**src/shared/blx_defs.vh**
```
// constants for the bit and logic execution block
// assumes inclusion by bare name from rtl files
`ifndef BLX_DEFS_VH
`define BLX_DEFS_VH
`define BLX_OP_AND 6'h05
`define BLX_OP_BCLR 4'h4
`define BLX_OP_BSET 4'h5
`define BLX_OP_BTSTZ 4'h6
`define BLX_INSTR_NOP 12'h000
`define BLX_ACC_RST 8'h00
`define BLX_FADDR_TMR 5'h01
`define BLX_FADDR_PORTA 5'h05
`define BLX_FADDR_PORTB 5'h06
`define BLX_FADDR_PORTC 5'h07
`define BLX_BIT_D 5
`define BLX_BIT_POS_HI 7
`define BLX_BIT_POS_LO 5
`endif

```
**src/rtl/blx_exec.v**
```verilog
// execution of byte and, bit clear, bit set and bit test-skip
// assumes fetch supplies instr with instr_valid and register file
// answers reads combinationally on f_rdata
//
// Summary of operation
// - and accumulator with addressed register, update zero flag from result
// - destination bit zero writes result to accumulator only
// - destination bit one writes result back into addressed register
// - bit clear op clears chosen bit, others and flags untouched
// - bit set op sets chosen bit, others and flags untouched
// - test skip on zero op skips next instruction when bit is zero
// - port registers modified from own value use pin levels as operand
// - write to timer count register clears prescaler if assigned to timer
`timescale 1ns/10ps
`default_nettype none
`include "blx_defs.vh"
module blx_exec (
    input wire clk,
    input wire resetn,
    input wire [11:0] instr,
    input wire instr_valid,
    output wire [4:0] f_addr,
    input wire [7:0] f_rdata,
    input wire [7:0] pin_porta,
    input wire [7:0] pin_portb,
    input wire [7:0] pin_portc,
    input wire psa_to_timer,
    output reg f_we_q,
    output reg [4:0] f_waddr_q,
    output reg [7:0] f_wdata_q,
    output reg [7:0] acc_q,
    output reg zero_q,
    output reg flush_q,
    output reg prescaler_clr_q,
    output wire busy
);
// ==========================================
// local codes
localparam ST_RUN = 1'b0;
localparam ST_DROP = 1'b1;
localparam [2:0] OP_NONE = 3'h0;
localparam [2:0] OP_AND = 3'h1;
localparam [2:0] OP_BCLR = 3'h2;
localparam [2:0] OP_BSET = 3'h3;
localparam [2:0] OP_BTST = 3'h4;
// ==========================================
// pin synchronisers, three stages
wire [23:0] pin_raw = {pin_portc, pin_portb, pin_porta};
reg [23:0] pin_s1_q;
reg [23:0] pin_s2_q;
reg [23:0] pin_s3_q;
reg [23:0] pin_q;
reg [23:0] pin_d;
always @(posedge clk or negedge resetn) begin
    if (!resetn) begin
        pin_s1_q <= 24'h000000;
    end else begin
        pin_s1_q <= pin_raw;
    end
end
always @(posedge clk or negedge resetn) begin
    if (!resetn) begin
        pin_s2_q <= 24'h000000;
    end else begin
        pin_s2_q <= pin_s1_q;
    end
end
always @(posedge clk or negedge resetn) begin
    if (!resetn) begin
        pin_s3_q <= 24'h000000;
    end else begin
        pin_s3_q <= pin_s2_q;
    end
end
// change taken once second and third stages agree
always @* begin
    pin_d = (pin_s2_q & pin_s3_q) | (pin_q & (pin_s2_q | pin_s3_q));
end
always @(posedge clk or negedge resetn) begin
    if (!resetn) begin
        pin_q <= 24'h000000;
    end else begin
        pin_q <= pin_d;
    end
end
// ==========================================
// decode
wire [4:0] faddr = instr[4:0];
wire [2:0] pos = instr[`BLX_BIT_POS_HI:`BLX_BIT_POS_LO];
wire dest_f = instr[`BLX_BIT_D];
wire [5:0] op_hi6 = instr[11:6];
wire [3:0] op_hi4 = instr[11:8];
reg state_d;
// instruction behind a taken skip is dropped
wire take = instr_valid && (flush_q == ST_RUN);
reg [2:0] op_cls;
always @* begin
    op_cls = OP_NONE;
    if (take) begin
        if (op_hi6 == `BLX_OP_AND) begin
            op_cls = OP_AND;
        end else begin
            case (op_hi4)
                `BLX_OP_BCLR: op_cls = OP_BCLR;
                `BLX_OP_BSET: op_cls = OP_BSET;
                `BLX_OP_BTSTZ: op_cls = OP_BTST;
                default: op_cls = OP_NONE;
            endcase
        end
    end
end
wire is_and = op_cls == OP_AND;
wire is_bclr = op_cls == OP_BCLR;
wire is_bset = op_cls == OP_BSET;
wire is_btst = op_cls == OP_BTST;
wire [7:0] mask;
blx_bit_mask u_mask (
    .pos(pos),
    .mask(mask)
);
assign f_addr = faddr;
assign busy = flush_q;
// ==========================================
// operand selection
wire modifies_f = is_and || is_bclr || is_bset;
reg [7:0] opnd;
always @* begin
    opnd = f_rdata;
    if (modifies_f) begin
        case (faddr)
            `BLX_FADDR_PORTA: opnd = pin_q[7:0];
            `BLX_FADDR_PORTB: opnd = pin_q[15:8];
            `BLX_FADDR_PORTC: opnd = pin_q[23:16];
            default: opnd = f_rdata;
        endcase
    end
end
wire [7:0] and_res = acc_q & opnd;
wire writes_f = (is_and && dest_f) || is_bclr || is_bset;
wire hits_timer = faddr == `BLX_FADDR_TMR;
wire bit_zero = (f_rdata & mask) == 8'h00;
// ==========================================
// next values
reg [7:0] acc_d;
reg zero_d;
reg [7:0] f_wdata_d;
reg f_we_d;
reg prescaler_clr_d;
always @* begin
    acc_d = acc_q;
    zero_d = zero_q;
    f_wdata_d = f_wdata_q;
    case (op_cls)
        OP_AND: begin
            zero_d = and_res == 8'h00;
            if (dest_f) begin
                f_wdata_d = and_res;
            end else begin
                acc_d = and_res;
            end
        end
        OP_BCLR: begin
            f_wdata_d = opnd & ~mask;
        end
        OP_BSET: begin
            f_wdata_d = opnd | mask;
        end
        default: begin
            f_wdata_d = f_wdata_q;
        end
    endcase
end
always @* begin
    f_we_d = writes_f;
    prescaler_clr_d = writes_f && hits_timer && psa_to_timer;
end
// ==========================================
// skip state
always @* begin
    case (flush_q)
        ST_RUN: begin
            if (is_btst && bit_zero) begin
                state_d = ST_DROP;
            end else begin
                state_d = ST_RUN;
            end
        end
        ST_DROP: begin
            state_d = ST_RUN;
        end
        default: begin
            state_d = ST_RUN;
        end
    endcase
end
// ==========================================
// registers
always @(posedge clk or negedge resetn) begin
    if (!resetn) begin
        f_we_q <= 1'b0;
        f_waddr_q <= 5'h00;
        f_wdata_q <= 8'h00;
    end else begin
        f_we_q <= f_we_d;
        f_waddr_q <= faddr;
        f_wdata_q <= f_wdata_d;
    end
end
always @(posedge clk or negedge resetn) begin
    if (!resetn) begin
        acc_q <= `BLX_ACC_RST;
        zero_q <= 1'b0;
    end else begin
        acc_q <= acc_d;
        zero_q <= zero_d;
    end
end
always @(posedge clk or negedge resetn) begin
    if (!resetn) begin
        flush_q <= ST_RUN;
    end else begin
        flush_q <= state_d;
    end
end
always @(posedge clk or negedge resetn) begin
    if (!resetn) begin
        prescaler_clr_q <= 1'b0;
    end else begin
        prescaler_clr_q <= prescaler_clr_d;
    end
end
endmodule
`default_nettype wire

```
**src/rtl/blx_bit_mask.v**
```verilog
// one-hot bit mask from a three-bit position
// assumes nothing beyond a combinational consumer
`timescale 1ns/10ps
`default_nettype none
module blx_bit_mask (
    input wire [2:0] pos,
    output wire [7:0] mask
);
// ==========================================
// decoder
assign mask = 8'h01 << pos;
endmodule
`default_nettype wire

```
**config.mk**
```make
export PLATFORM = sky130hd
export DESIGN_NAME = blx_exec
export DESIGN_NICKNAME = d
export VERILOG_FILES = /design/src/rtl/blx_exec.v /design/src/rtl/blx_bit_mask.v
export VERILOG_INCLUDE_DIRS = /design/src /design/src/shared
export SDC_FILE = /design/constraint.sdc
export NUM_CORES = 1
export LEC_CHECK = 0
export ABC_AREA = 1
export BUFFER_PORTS_ARGS = -buffer_cell sky130_fd_sc_hd__clkbuf_2
export CAP_MARGIN = 10
export CORE_MARGIN = 2
export CORE_UTILIZATION = 41
export CTS_BUF_LIST = sky130_fd_sc_hd__clkbuf_4
export CTS_CLUSTER_SIZE = 14
export DETAILED_ROUTE_END_ITERATION = 6
export GPL_ROUTABILITY_DRIVEN = 0
export SYNTH_ARGS = -nofsm -noshare
export SYNTH_HDL_FRONTEND = slang
export SYNTH_HIERARCHICAL = 1
export SYNTH_SLANG_ARGS = --single-unit
```
**constraint.sdc**
```tcl
create_clock -name clk -period 3.9 [get_ports clk]
set_input_delay 0.78 -clock clk [delete_from_list [all_inputs] [get_ports clk]]
set_output_delay 0.78 -clock clk [all_outputs]
set_load 0.05 [all_outputs]
```
==> flow_metrics.env <==
export IMPL_outcome="complete, no violations"
export IMPL_cp_max_fo=13
export IMPL_cts_resized=0
export IMPL_critPathBufInv=4
export IMPL_nets=530
export IMPL_clk_pin_slew_ps=120
export IMPL_routed_wl_um=7963
export IMPL_initial_core_util_pct=42.53
export IMPL_diodes=0
export IMPL_portBuffers=78
export IMPL_pre_cts_slack_ps=1379
export IMPL_grt_max_degree=78
export IMPL_irDropWorstVdd_uv=234.8
export IMPL_synth_area_top_cells="dfrtp_1 (68%), nand2_1 (9.4%), maj3_1 (5.4%)"
export IMPL_startpoint_type="register"
export IMPL_grt_pass1_wl_um=13550
export IMPL_synth_cells=393
export IMPL_avgSynthCellArea_sq_um=11.27
export IMPL_grt_ovfl_total=0
export IMPL_clock_skew_final_ps=23.99
export IMPL_end_kind="register"
export IMPL_synth_seq_cells=121
export IMPL_htree_levels=4
export IMPL_cts_buffer_depth=2
export IMPL_cts_root_buf="clkbuf_4"
export IMPL_finalCritPeriodShare_pct=52.46
export IMPL_dpl_hpwl_um=5706
export IMPL_rsz0062_at_grt="false"
export IMPL_synth_cell_types=29
export IMPL_crit_slowest_cell="or2_1"
export IMPL_met1_usage_pct=20.43
export IMPL_max_stage_delay_ps=440
export IMPL_synthesis_area_sq_mm=0.004430
export IMPL_hold_viol_final=0
export IMPL_yosys_warnings=6
export IMPL_top_usage_layer="met2"
export IMPL_die_h_um=108.0
export IMPL_ys_top_cells_by_count="dfrtp_1 (121), nand2_1 (111), inv_1 (35), nor2_1 (29), maj3_1 (24)"
export IMPL_path_cells="inv_2, nand2_2, nor2_8, nand2_4, inv_2, nor2_1, inv_1, or2_1, nand2_8, inv_4, nand2_1, nand2_1"
export IMPL_antenna_found_initial=0
export IMPL_clock_sinks=121
export IMPL_drive_above_1_share_pct=26.67
export IMPL_drt_iter0_drc=111
export IMPL_grt_pass1_vias=2834
export IMPL_yosysSeqAreaShare_pct=68.34
export IMPL_tightest_slew_ps=919.2
export IMPL_synth_edff_count=0
export IMPL_async_flop_share_pct=100.0
export IMPL_p_leak_uw=0.002691
export IMPL_routed_via_count=2837
export IMPL_post_route_drc_count=0
export IMPL_track_usage_pct=15.21
export IMPL_crit_family="simple AND/OR/NAND/NOR gates"
export IMPL_worstPathRequired_ps=4330
export IMPL_routedWlPerCell_um=12.62
export IMPL_fmax_ghz=0.4888
export IMPL_p_per_area_mw_per_mm2=462.2
export IMPL_period_needed_ps=2046
export IMPL_grt_use_met3_pct=4.400
export IMPL_die_area_sq_mm=0.01165
export IMPL_postCtsSetupRepairBufs=0
export IMPL_worst_slack_ps=1854
export IMPL_crit_arrival_ps=2480
export IMPL_core_sq_mm=0.01042
export IMPL_tns_ps=0
export IMPL_drv_slew=0
export IMPL_fp_dieW_um=108.0
export IMPL_postRouteAntennaNets=0
export IMPL_synth_most_common_cell="dfrtp_1"
export IMPL_insertion_delay_ps=480
export IMPL_syn_nets=441
export IMPL_ioPinCount=79
export IMPL_ctsHoldBuffers=0
export IMPL_drtPass1Iterations=5
export IMPL_synth_top_area_share_pct=68.34
export IMPL_areaGrowthSynthToFinish_pct=17.82
export IMPL_avgViaCountPerCell=4.496
export IMPL_synth_main_ff_cell="dfrtp_1"
export IMPL_setup_violations=0
export IMPL_yosysTopAreaCell="dfrtp_1"
export IMPL_cts_tree="done"
export IMPL_grtUsageMet2_pct=24.26
export IMPL_numCtsBuffers=17
export IMPL_hold_path_class="reg -> reg"
export IMPL_crit_type="reg -> reg"
export IMPL_placementRows=37
export IMPL_slew_headroom_pct=38.72
export IMPL_max_cap_violations=0
## area by class of cell
cell class / count / area (sq um)
multi-input cells: 222 / 1175
inverters: 41 / 156.4
fillers: 965 / 5196
well taps: 136 / 170.2
flip-flops and latches: 121 / 3028
repair buffers: 79 / 412.9
clock buffers: 17 / 127.6
clock inverters: 15 / 150.1
## path summary, 6_finish.rpt
path	end	start	slack [ps]	cells past startpoint
worst max-delay path	f_wdata_q[5]$_DFFE_PN0P_	busy$_DFF_PN0_	1850	12
worst min-delay path	pin_s2_q[4]$_DFF_PN0_	pin_s1_q[4]$_DFF_PN0_	360	0
worst max register to register	f_wdata_q[5]$_DFFE_PN0P_	busy$_DFF_PN0_	1850	12
worst min register to register	pin_s2_q[4]$_DFF_PN0_	pin_s1_q[4]$_DFF_PN0_	360	0
max in group asynchronous	pin_q[14]$_DFF_PN0_	resetn	2730	2
min in group asynchronous	pin_s1_q[7]$_DFF_PN0_	resetn	420	1
## layout by cell type (no fill, tap or decap), types with 2 or more instances in the layout
| cell type | count |
|---|---|
| nand2_2 | 4 |
| nor2_1 | 29 |
| nand2_1 | 111 |
| o22ai_1 | 3 |
| clkinv_1 | 4 |
| inv_6 | 3 |
| a21oi_1 | 9 |
| dfrtp_1 | 121 |
| clkinvlp_4 | 3 |
| nand3_2 | 6 |
| maj3_1 | 24 |
| nor2_2 | 2 |
| nand3_1 | 14 |
| nand4_1 | 2 |
| clkinv_4 | 3 |
| inv_1 | 35 |
| inv_2 | 5 |
| clkbuf_4 | 17 |
| clkbuf_2 | 77 |
| nor3_1 | 2 |
| o21ai_1 | 6 |
| bufinv_16 | 2 |
## where the power goes
group	total, uW	switching [uW]	internal [uW]
logic	201	137	64.1
registers	1360	36.5	1330
clock network	849	468	380
total	2410	642	1770
## flip-flops by register name, summed over array words and instances (netlist names)
register	cells
pin_s3_q	24
pin_s2_q	24
f_we_q	1
acc_q	8
pin_s1_q	24
f_waddr_q	5
pin_q	24
busy	1
f_wdata_q	8
zero_q	1
prescaler_clr_q	1
## cells by family after synthesis
logic type | Yosys count | share of synthesized area (%)
adder cells (fa/ha/maj) | 24 | 5.422
flip-flops | 121 | 68.34
buffers and inverters | 50 | 5.140
AO/OA/AOI/OAI | 22 | 2.994
AND/OR/NAND/NOR | 176 | 18.10
## routing by layer
metal / vias up / share of wire [%]
met2: 85 / 48
met3: 6 / 6.0
met4: 0 / 0.88
met1: 1325 / 45
met5: - / 0
li1: 1421 / -
## metrics by stage
stage | hold slack (ps) | std cells | utilization [%] | area (sq um) | total power (uW)
finish | 358.0 | 631 | 50.11 | 5220 | 2413
global route | 339.1 | 631 | 50.11 | 5220 | 2540
CTS | 359.6 | 631 | 50.11 | 5220 | 2451
detailed placement | 334.7 | 599 | 47.45 | 4942 | 1593
global placement | 332.5 | 599 | 47.45 | 4942 | 1589
floorplan | 331.2 | 393 | - | 4431 | 1503
Note: power is estimated with default switching activity, not from simulation.
